## src/asrc_pkg.sv

```systemverilog
`default_nettype none
package asrc_pkg;

   localparam int unsigned DATA_W   = 24;
   localparam int unsigned CFG_W    = 8;
   localparam int unsigned PHASE_W  = 12;
   localparam int unsigned SETTLE_W = 3;

   // reset bit position inside second_config_register
   localparam int unsigned RESET_BIT_POS = 0;

   // conversion results dropped while the decimation filter settles
   localparam logic [SETTLE_W-1:0] SETTLE_CONV = 3'h3;
   // settle count value at which the last dropped result arrives
   localparam logic [SETTLE_W-1:0] SETTLE_LAST = 3'h1;

   localparam logic [DATA_W-1:0]   DATA_RST  = 24'h000000;
   localparam logic [PHASE_W-1:0]  PHASE_RST = 12'h000;
   localparam logic [SETTLE_W-1:0] SETTLE_RST = 3'h0;

   typedef enum logic [1:0] {
      ST_RUN,
      ST_RESET,
      ST_SETTLE
   } asrc_state_t;

   // write of the second_config_register from the serial interface
   typedef struct packed {
      logic             wr;
      logic [CFG_W-1:0] data;
   } asrc_cfg_t;

   // phase delay write, in master clock ticks
   typedef struct packed {
      logic               wr;
      logic [PHASE_W-1:0] delay;
   } asrc_phase_t;

   // one result from the decimation filter
   typedef struct packed {
      logic              valid;
      logic [DATA_W-1:0] data;
   } asrc_conv_t;

   // channel outputs
   typedef struct packed {
      logic               dataReady;
      logic [DATA_W-1:0]  convData;
      logic               inSoftReset;
      logic               sampleClkEn;
      logic [PHASE_W-1:0] phaseDelay;
   } asrc_out_t;

endpackage : asrc_pkg

`default_nettype wire

```

## src/asrc_soft_reset.sv

```systemverilog
`timescale 1ns/1ps
`default_nettype none

module asrc_soft_reset (
   input  wire logic                  clk,
   input  wire logic                  srst,
   input  wire logic                  spiMode,
   input  wire logic                  mclkEn,
   input  wire asrc_pkg::asrc_cfg_t   cfgIn,
   input  wire asrc_pkg::asrc_phase_t phaseIn,
   input  wire asrc_pkg::asrc_conv_t  convIn,
   output var  asrc_pkg::asrc_out_t   chanOut
);
   import asrc_pkg::*;

   typedef struct packed {
      asrc_state_t         state;
      logic [SETTLE_W-1:0] settleCnt;
      logic                pending;
      logic [DATA_W-1:0]   pendData;
      logic [PHASE_W-1:0]  phaseCnt;
      asrc_out_t           out;
   } asrc_regs_t;

   asrc_regs_t st_r;
   asrc_regs_t st_nxt;

   logic resetWr;
   logic resetBit;

   always_comb begin
      resetWr  = cfgIn.wr && spiMode;
      resetBit = cfgIn.data[RESET_BIT_POS];
   end

   always_comb begin
      st_nxt = st_r;
      st_nxt.out.dataReady = 1'b0;
      // input structure keeps clocking in every state
      st_nxt.out.sampleClkEn = mclkEn;
      // phase delay survives soft reset untouched
      if (phaseIn.wr) begin
         st_nxt.out.phaseDelay = phaseIn.delay;
      end
      case (st_r.state)
         ST_RUN: begin
            if (resetWr && resetBit) begin
               st_nxt.state = ST_RESET;
               st_nxt.pending = 1'b0;
               st_nxt.out.convData = DATA_RST;
               st_nxt.out.inSoftReset = 1'b1;
            end else begin
               if (st_r.pending && mclkEn) begin
                  if (st_r.phaseCnt == PHASE_RST) begin
                     st_nxt.pending = 1'b0;
                     st_nxt.out.convData = st_r.pendData;
                     st_nxt.out.dataReady = 1'b1;
                  end else begin
                     st_nxt.phaseCnt = st_r.phaseCnt - 1'b1;
                  end
               end
               // a newer result replaces a pending one and restarts the count
               if (convIn.valid) begin
                  st_nxt.pending = 1'b1;
                  st_nxt.pendData = convIn.data;
                  st_nxt.phaseCnt = st_r.out.phaseDelay;
               end
            end
         end
         ST_RESET: begin
            // converter runs on but its result is held at zero
            st_nxt.out.convData = DATA_RST;
            st_nxt.pending = 1'b0;
            if (resetWr && !resetBit) begin
               st_nxt.state = ST_SETTLE;
               st_nxt.settleCnt = SETTLE_CONV;
               st_nxt.out.inSoftReset = 1'b0;
            end
         end
         ST_SETTLE: begin
            if (resetWr && resetBit) begin
               st_nxt.state = ST_RESET;
               st_nxt.out.convData = DATA_RST;
               st_nxt.out.inSoftReset = 1'b1;
            end else if (convIn.valid) begin
               // drop results until the filter has settled, then resume
               st_nxt.settleCnt = st_r.settleCnt - 1'b1;
               if (st_r.settleCnt == SETTLE_LAST) begin
                  st_nxt.state = ST_RUN;
               end
            end
         end
         default: begin
            st_nxt.state = ST_RUN;
         end
      endcase
   end

   always_ff @(posedge clk) begin
      if (srst) begin
         st_r.state           <= ST_RUN;
         st_r.settleCnt       <= SETTLE_RST;
         st_r.pending         <= 1'b0;
         st_r.pendData        <= DATA_RST;
         st_r.phaseCnt        <= PHASE_RST;
         st_r.out.dataReady   <= 1'b0;
         st_r.out.convData    <= DATA_RST;
         st_r.out.inSoftReset <= 1'b0;
         st_r.out.sampleClkEn <= 1'b0;
         st_r.out.phaseDelay  <= PHASE_RST;
      end else begin
         st_r <= st_nxt;
      end
   end

   always_comb begin
      chanOut = st_r.out;
   end

   enter_only_spi_a: assert property (
      @(posedge clk) disable iff (srst)
      (cfgIn.wr && !spiMode && !chanOut.inSoftReset)
      |=> !chanOut.inSoftReset)
      else $error("soft reset entered outside spi mode");

   enter_on_write_a: assert property (
      @(posedge clk) disable iff (srst)
      (st_r.state == ST_RUN && cfgIn.wr && spiMode
       && cfgIn.data[RESET_BIT_POS])
      |=> chanOut.inSoftReset && st_r.state == ST_RESET)
      else $error("reset bit write did not enter soft reset");

   data_held_zero_a: assert property (
      @(posedge clk) disable iff (srst)
      chanOut.inSoftReset |-> chanOut.convData == DATA_RST)
      else $error("data not zero during soft reset");

   entry_clears_a: assert property (
      @(posedge clk) disable iff (srst)
      $rose(chanOut.inSoftReset)
      |-> chanOut.convData == DATA_RST
          && ($past(phaseIn.wr) || $stable(chanOut.phaseDelay)))
      else $error("entry did not clear only the data register");

   settle_done_a: assert property (
      @(posedge clk) disable iff (srst)
      (st_r.state == ST_SETTLE && st_r.settleCnt == SETTLE_LAST
       && convIn.valid && !resetWr)
      |=> st_r.state == ST_RUN)
      else $error("did not resume after settling");

   no_drdy_reset_a: assert property (
      @(posedge clk) disable iff (srst)
      (chanOut.inSoftReset || st_r.state == ST_SETTLE)
      |-> !chanOut.dataReady)
      else $error("data ready during soft reset");

   phase_kept_a: assert property (
      @(posedge clk) disable iff (srst)
      (chanOut.inSoftReset && !phaseIn.wr) |=> $stable(chanOut.phaseDelay))
      else $error("phase delay lost in soft reset");

   clock_passed_a: assert property (
      @(posedge clk) disable iff (srst)
      mclkEn |=> chanOut.sampleClkEn)
      else $error("master clock not passed to input structure");

   clock_gap_a: assert property (
      @(posedge clk) disable iff (srst)
      !mclkEn |=> !chanOut.sampleClkEn)
      else $error("input structure clocked without master clock");

   leave_on_write_a: assert property (
      @(posedge clk) disable iff (srst)
      (st_r.state == ST_RESET && cfgIn.wr && spiMode
       && !cfgIn.data[RESET_BIT_POS])
      |=> !chanOut.inSoftReset && st_r.state == ST_SETTLE)
      else $error("reset bit clear did not leave soft reset");

   reset_holds_a: assert property (
      @(posedge clk) disable iff (srst)
      (chanOut.inSoftReset && !(cfgIn.wr && spiMode))
      |=> chanOut.inSoftReset)
      else $error("soft reset left without a write");

   pending_dropped_a: assert property (
      @(posedge clk) disable iff (srst)
      chanOut.inSoftReset |-> !st_r.pending)
      else $error("result kept pending during soft reset");

   data_changes_a: assert property (
      @(posedge clk) disable iff (srst)
      ($changed(chanOut.convData) && !$past(srst))
      |-> chanOut.dataReady || chanOut.inSoftReset)
      else $error("data register changed without a result");

   settle_entry_a: assert property (
      @(posedge clk) disable iff (srst)
      ($fell(chanOut.inSoftReset) && !$past(srst))
      |-> st_r.state == ST_SETTLE && st_r.settleCnt == SETTLE_CONV)
      else $error("soft reset exit did not start settling");

   drdy_in_run_a: assert property (
      @(posedge clk) disable iff (srst)
      chanOut.dataReady |-> $past(st_r.state) == ST_RUN)
      else $error("data ready outside run state");

   result_after_tick_a: assert property (
      @(posedge clk) disable iff (srst)
      chanOut.dataReady |-> $past(st_r.pending) && $past(mclkEn))
      else $error("data ready without a pending result and tick");

   phase_loaded_a: assert property (
      @(posedge clk) disable iff (srst)
      (st_r.state == ST_RUN && convIn.valid && !(resetWr && resetBit))
      |=> st_r.pending && st_r.phaseCnt == $past(chanOut.phaseDelay))
      else $error("phase count not loaded from phase delay");

   phase_write_a: assert property (
      @(posedge clk) disable iff (srst)
      phaseIn.wr |=> chanOut.phaseDelay == $past(phaseIn.delay))
      else $error("phase delay write not taken");

endmodule : asrc_soft_reset

`default_nettype wire

```

## config.mk

```make
export PLATFORM = sky130hd
export DESIGN_NAME = asrc_soft_reset
export DESIGN_NICKNAME = d
export VERILOG_FILES = /design/src/asrc_pkg.sv /design/src/asrc_soft_reset.sv
export SDC_FILE = /design/constraint.sdc
export NUM_CORES = 1
export LEC_CHECK = 0
export BUFFER_PORTS_ARGS = -buffer_cell sky130_fd_sc_hd__buf_2
export CORE_AREA = 10 10 96 98
export DETAILED_ROUTE_END_ITERATION = 10
export DIE_AREA = 0 0 106 108
export PLACE_DENSITY = 0.85
export SYNTH_ARGS = -nofsm -noshare
export SYNTH_HDL_FRONTEND = slang
export SYNTH_SLANG_ARGS = --single-unit
export TNS_END_PERCENT = 5
```

## constraint.sdc

```tcl
create_clock -name clk -period 2.8 [get_ports clk]
set_input_delay 0.56 -clock clk [delete_from_list [all_inputs] [get_ports clk]]
set_output_delay 0.56 -clock clk [all_outputs]
set_load 0.02 [all_outputs]
```

==> results of run 1 <==
[registers in the layout, summed over array words and instances, names as in the netlist]
signal	flops
st_r	42
chanOut	39
[cell usage after synthesis (2+ instances only)]
cell type / count / share of area [%]
buf_6: 6 / 1.7
dfxtp_1: 81 / 42
and3_1: 3 / 0.48
nor2b_1: 2 / 0.32
o311ai_0: 2 / 0.45
o211ai_1: 3 / 0.58
a221o_1: 3 / 0.78
nand3_1: 7 / 0.90
o21a_1: 3 / 0.58
inv_2: 2 / 0.19
or4_1: 3 / 0.58
a32o_1: 26 / 6.7
a21oi_1: 42 / 5.4
ha_1: 9 / 2.9
or3_1: 3 / 0.48
o31a_1: 2 / 0.45
nor4_1: 3 / 0.48
and4_1: 3 / 0.68
a221oi_1: 2 / 0.45
mux2i_1: 13 / 3.4
a211oi_1: 4 / 0.78
nand3b_1: 2 / 0.39
o41ai_1: 2 / 0.45
clkbuf_1: 20 / 1.9
buf_4: 40 / 7.8
nor2_1: 18 / 1.7
buf_1: 2 / 0.19
nor3_1: 12 / 1.6
o32ai_1: 2 / 0.45
o31ai_1: 2 / 0.39
nand2_1: 64 / 6.2
nand4_1: 4 / 0.65
inv_1: 9 / 0.87
[critical path, stage by stage, from the launching register on]
cell	delay [ns]
dfxtp_1	0.39
or4_1	0.77
nor4_4	0.36
o21ai_2	0.34
a32o_1	0.39
[cell type report]
class / count / share of cell area [%]
clock buffers: 9 / 2.93
clock inverters: 7 / 1.86
inverters: 11 / 0.976
multi-input cells: 266 / 41.7
flip-flops and latches: 81 / 38.3
well taps: 102 / 3.02
repair buffers: 90 / 11.1
[routing by layer]
metal | track usage (%) | share of wire [%]
met1 | 20.2 | 44
met5 | 0 | 0
met3 | 6.07 | 8.5
met2 | 25.3 | 46
met4 | 5.42 | 1.4
[worst paths after layout]
path / startpoint / end / slack [ns] / depth (start not counted)
worst max-delay path: st_r[43]$_SDFFE_PP0P_ / chanOut[26]$_SDFFE_PP0P_ / 0.42 / 4
worst min-delay path: convIn[20] / st_r[71]$_SDFFE_PP0P_ / 0.44 / 3
worst max register to register: st_r[43]$_SDFFE_PP0P_ / chanOut[26]$_SDFFE_PP0P_ / 0.42 / 4
worst min register to register: st_r[55]$_SDFFE_PP0P_ / st_r[55]$_SDFFE_PP0P_ / 0.46 / 2
[power breakdown]
group	switching (mW)	internal (mW)	leakage, nW
clock network	0.446	0.421	0.0977
registers	0.0921	1.26	0.661
logic	0.623	0.338	1.03
[layout by cell type, fill, tap and decap left out, types with 2 or more instances in the layout]
cell type and instances:
nand3b_1 2, a32o_1 26, ha_1 9, nand4_1 4, o211ai_1 3, or4_1 3
o41ai_1 2, nand3_1 7, o21a_1 3, a21oi_1 42, nor4_1 3, o32ai_1 2
buf_2 82, dfxtp_1 81, and3_1 3, a211oi_1 4, nor2_1 18, a221oi_1 2
nor3_2 2, mux2i_1 13, o311ai_0 2, nor3_1 11, inv_2 2, inv_1 9
and4_1 3, buf_4 8, or3_1 3, o31ai_1 2, nor2b_1 2, nand2_1 64
clkbuf_8 9, a221o_1 3, o31a_1 2, clkinvlp_4 2
[through the flow]
stage          util, %  total power [mW]
4_1_cts           56.8              3.19
3_5_place_dp      54.1              2.33
6_report          56.8              3.18
2_1_floorplan        -              2.12
3_3_place_gp      54.1              2.29
5_1_grt           56.8              3.35
[cells by family after synthesis]
group           count (synthesis)  synth area share (%)
compound gates                109                  21.8
fa+ha+maj                       9                  2.91
buf+inv                        79                  12.7
flops                          81                  41.9
mux                            13                  3.36
simple gates                  135                  17.3
==> flow_summary.toml, run 1 <==
[clocking]
postCtsSetupBuffers = 0
h-tree-depth = 3
numCtsBuffers = 9
hold_buffers = 0
ctsRootBufferMaster = "clkbuf_8"
clockBufferDepth = 2
worstSkewPairLatency_ns = 0.35
cts.clk_slew.worst_paths_ns = 0.09
clkSinkCount = 81
post_cts_resized = 0
cts_tree = "done"

[placement]
placedInstanceArea_sq_um = 4030
dp.cells = 550
gp_congestion = 0.909
io_buffers = 82
hpwl_um = 6870
pre_cts_slack_ns = 0.453

[route]
drt_iter0_markers = 151
antenna_left = 0
routedWlPerCell_um = 17.1
dr.pass1.iters = 5
drc_errors = 0
num_vias = 3259
wirelength_um = 9670
viasPerCell = 5.76

[floorplan]
row_count = 32
pin_count = 90
die_area_sq_um = 11400
start_util_pct = 52.0
fp.dieW_um = 106
core_area_sq_um = 7450
die_h_um = 108

[timing]
fin_ws_ns = 0.423
rsz0062_at_grt = "false"
max_freq_mhz = 421
tightest_slew_ns = 1.07
min_period_over_period_pct = 84.9
slew_violations = 0
slew_headroom_pct = 29.0
tns_ns = 0
holdWs_ns = 0.439
setup_violations = 0
final.setup_skew_ns = 0.0108
post-route-min-period_ns = 2.38
hold_viol_final = 0

[logic_synthesis]
synth_edf_count = 0
synthCells = 426
avgSynthCellArea_sq_um = 9.09
yosysWarnings = 0
ys_seq_area_share_pct = 41.9
synth_nets = 486
synth_area_sq_um = 3870
ys_ff_latch = 81
synthArstFlopShare_pct = 0
ys.flop_type = "dfxtp_1"
synth_cell_type_count = 60

[critical_path]
crit_fanout = 24
cp.required_ns = 3.04
startpoint_type = "register"
arrival_ns = 2.61
cp-end-kind = "register"
crit_type = "register to register"

[finish]
stdcell_count = 566
drive_above_1_share_pct = 25.4
multi_input_area_sq_um = 1770
final_nets = 519
seq_area_sq_um = 1620
nFillCells = 678
synthToLayoutAreaGrowth_pct = 9.17
n_antenna_cell = 0
stdcell_area_sq_um = 4230

[outcome]
outcome = "finished, final reports clean"

[grt]
gr-total-overflow = 0
grt_usage_pct = 16.2
grt_pass1_vias = 3296
grt_first_pass_wirelength_um = 15500
grt_max_degree = 55
antenna_found_initial = 0

[hold_path]
hp-class = "input pin to register"

[pwr]
max-vdd-ir-drop_mv = 0.320
p_leak_nw = 1.79
p_per_area_nw_per_um2 = 752

[flow_run]
cap_viol_max_count = 0
Power figures use the tool's default switching activity.
==> inputs of run 2 (changes only) <==
--- a/config.mk
+++ b/config.mk
@@ -5,11 +5,12 @@
 export SDC_FILE = /design/constraint.sdc
 export NUM_CORES = 1
 export LEC_CHECK = 0
+export ABC_AREA = 1
 export BUFFER_PORTS_ARGS = -buffer_cell sky130_fd_sc_hd__buf_2
-export CORE_AREA = 10 10 96 98
+export CORE_AREA = 10 10 97 99
 export DETAILED_ROUTE_END_ITERATION = 10
-export DIE_AREA = 0 0 106 108
-export PLACE_DENSITY = 0.85
+export DIE_AREA = 0 0 107 109
+export PLACE_DENSITY = 0.84
 export SYNTH_ARGS = -nofsm -noshare
 export SYNTH_HDL_FRONTEND = slang
 export SYNTH_SLANG_ARGS = --single-unit
==> constraint.sdc (replaced) <==
create_clock -name clk -period 2.4 [get_ports clk]
set_input_delay 0.48 -clock clk [delete_from_list [all_inputs] [get_ports clk]]
set_output_delay 0.48 -clock clk [all_outputs]
set_load 0.02 [all_outputs]
==> flow_summary.toml, run 2 <==
[pwr]
p_seq_share_pct = 38.0
power_mw = 4.41
p_clk_share_pct = 22.2
internal_power_mw = 2.58
max-vdd-ir-drop_mv = 0.569
p_sw_share_pct = 41.5
p_leak_nw = 1.89
comb_power_share_pct = 39.8
p_switching_mw = 1.83
p_per_area_nw_per_um2 = 1040

[logic_synthesis]
synth_area_leader_cell = "dfxtp_1"
synth_area_sq_um = 3910
synthCells = 527
avgSynthCellArea_sq_um = 7.42
ys.flop_type = "dfxtp_1"
synthTopCellsByArea = "dfxtp_1 (41%), nand2_1 (11%), a21oi_1 (8.7%)"
yosysWarnings = 0
synthArstFlopShare_pct = 0
synth_cell_type_count = 33
synth_common_cells = "nand2_1 (115), dfxtp_1 (81), a21oi_1 (68), nor2_1 (43), buf_4 (39)"
ys_ff_latch = 81
ys_seq_area_share_pct = 41.5
yosysMostFrequentCell = "nand2_1"
synth_edf_count = 0
yosysTopAreaCellShare_pct = 41.5
synth_nets = 587

[clocking]
hold_buffers = 0
cts_tree = "done"
cts.clk_slew.worst_paths_ns = 0.08
ctsRootBufferMaster = "clkbuf_8"
numCtsBuffers = 9
worstSkewPairLatency_ns = 0.35
clockBufferDepth = 2
clkSinkCount = 81
post_cts_resized = 0
postCtsSetupBuffers = 0
h-tree-depth = 3

[critical_path]
rr_worst_depth = 7
crit_path_end = "chanOut[29]$_SDFFE_PP0P_"
crit_path_start = "st_r[79]$_SDFFE_PP0P_"
slowest_stage = "dfxtp_1"
crit_chain = "inv_1, ha_1, inv_1, nand4_1, nor2_8, nand3_1, a21oi_1"
r2r_start = "st_r[79]$_SDFFE_PP0P_"
startpoint_type = "register"
worst_path_most_repeated_cell = "inv_1"
cp.required_ns = 2.68
crit_type = "register to register"
crit_fanout = 24
slowest_delay_ns = 0.39
reg2reg_slack_ns = 0.53
arrival_ns = 2.14
r2r-end = "chanOut[29]$_SDFFE_PP0P_"
cp-end-kind = "register"

[route]
route.met3.wl_um = 661
dr.pass1.iters = 4
drc_errors = 0
routed.top_layer = "met4"
drt_iter0_markers = 137
viasPerCell = 5.07
routedWlPerCell_um = 13.1
antenna_left = 0
wl_met1_um = 3510
wirelength_um = 8730
num_vias = 3389
route.met2.wl_um = 4440

[timing]
post-route-min-period_ns = 1.87
slew_headroom_pct = 56.5
rsz0062_at_grt = "false"
max_freq_mhz = 535
setup_violations = 0
tns_ns = 0
slew_violations = 0
min_period_over_period_pct = 77.8
tightest_slew_ns = 0.652
hold_viol_final = 0
final.setup_skew_ns = 0.0105
fin_ws_ns = 0.532

[finish]
n_antenna_cell = 0
regMostFlops = "st_r"
drive_above_1_share_pct = 21.4
layout_commonest_cell = "nand2_1"
final_nets = 622
largest_register_ffs = 42
synthToLayoutAreaGrowth_pct = 8.29
stdcell_count = 668
post-route-util_pct = 56.2
layout_common_cells = "nand2_1 (115), buf_2 (82), dfxtp_1 (81)"

[placement]
pre_cts_slack_ns = 0.520
io_buffers = 82
dp.cells = 653
hpwl_um = 6350
gp_congestion = 0.881

[floorplan]
pin_count = 90
core_area_sq_um = 7530
fp.dieW_um = 107
die_h_um = 109
row_count = 32
die_area_sq_um = 11700
start_util_pct = 51.9

[flow_run]
cap_viol_max_count = 0

[grt]
gr-total-overflow = 0
grt_max_degree = 32
grt_usage_pct = 15.1
grt_first_pass_wirelength_um = 14400
antenna_found_initial = 0
grt_pass1_vias = 3273

[outcome]
outcome = "finished, final reports clean"

[hold_path]
hp-class = "input pin to register"
worstHoldStart = "mclkEn"
[run 2: cell type report]
class	instances	area [sq um]
Clock buffer	10	138
Inverter	41	154
Clock inverter	5	56.3
Sequential cell	81	1620
Fill cell	757	3290
Tap cell	102	128
Timing Repair Buffer	86	440
Multi-Input combinational cell	343	1700
[run 2: power groups by stage]
stage | clock [mW] | sequential, mW | combinational [mW]
after floorplan | 0 | 1.67 | 1.53
after global placement | 0 | 1.70 | 1.68
after detailed placement | 0 | 1.70 | 1.76
after CTS | 1.01 | 1.67 | 1.77
after global routing | 1.06 | 1.70 | 1.99
final | 0.980 | 1.68 | 1.75
[run 2: worst max-delay path, delay by kind of cell, from the launching register on]
family	cells	cell delay (ns)
flip-flops	1	0.39
buffers and inverters	2	0.21
AND/OR/NAND/NOR	3	0.71
AO/OA/AOI/OAI	1	0.19
adder cells (fa/ha/maj)	1	0.29
[run 2: through the flow]
stage | area, sq um | hold slack, ns
5_1_grt | 4230 | 0.350
2_1_floorplan | 3910 | 0.439
3_5_place_dp | 4040 | 0.450
6_report | 4230 | 0.360
4_1_cts | 4230 | 0.347
3_3_place_gp | 4040 | 0.445
[run 2: logic make-up after synthesis]
| group | synth area share [%] |
|---|---|
| xor gates and xnor gates | 0.672 |
| adders and majority gates | 2.88 |
| and+or+nand+nor | 25.6 |
| AOI/OAI and AO/OA | 14.2 |
| DFF | 41.5 |
| buffers and inverters | 15.1 |
[run 2: worst min-delay path by stage]
| stage | end | slack (ns) | depth (start not counted) |
|---|---|---|---|
| finish | chanOut[12]$_SDFF_PP0_ | 0.36 | 3 |
| global route | chanOut[9]$_SDFFE_PP0P_ | 0.35 | 3 |
| detailed placement | chanOut[35]$_SDFFE_PP0P_ | 0.45 | 2 |
| global placement | chanOut[22]$_SDFFE_PP0P_ | 0.44 | 2 |
| CTS | chanOut[10]$_SDFFE_PP0P_ | 0.35 | 3 |
| floorplan | chanOut[37]$_SDFFE_PP0P_ | 0.44 | 2 |
[run 2: layer usage]
layer	GRT usage [%]	up-vias
met4	6.09	0
met5	0	-
met1	15.3	1553
met2	27.7	90
met3	5.43	11
li1	-	1735
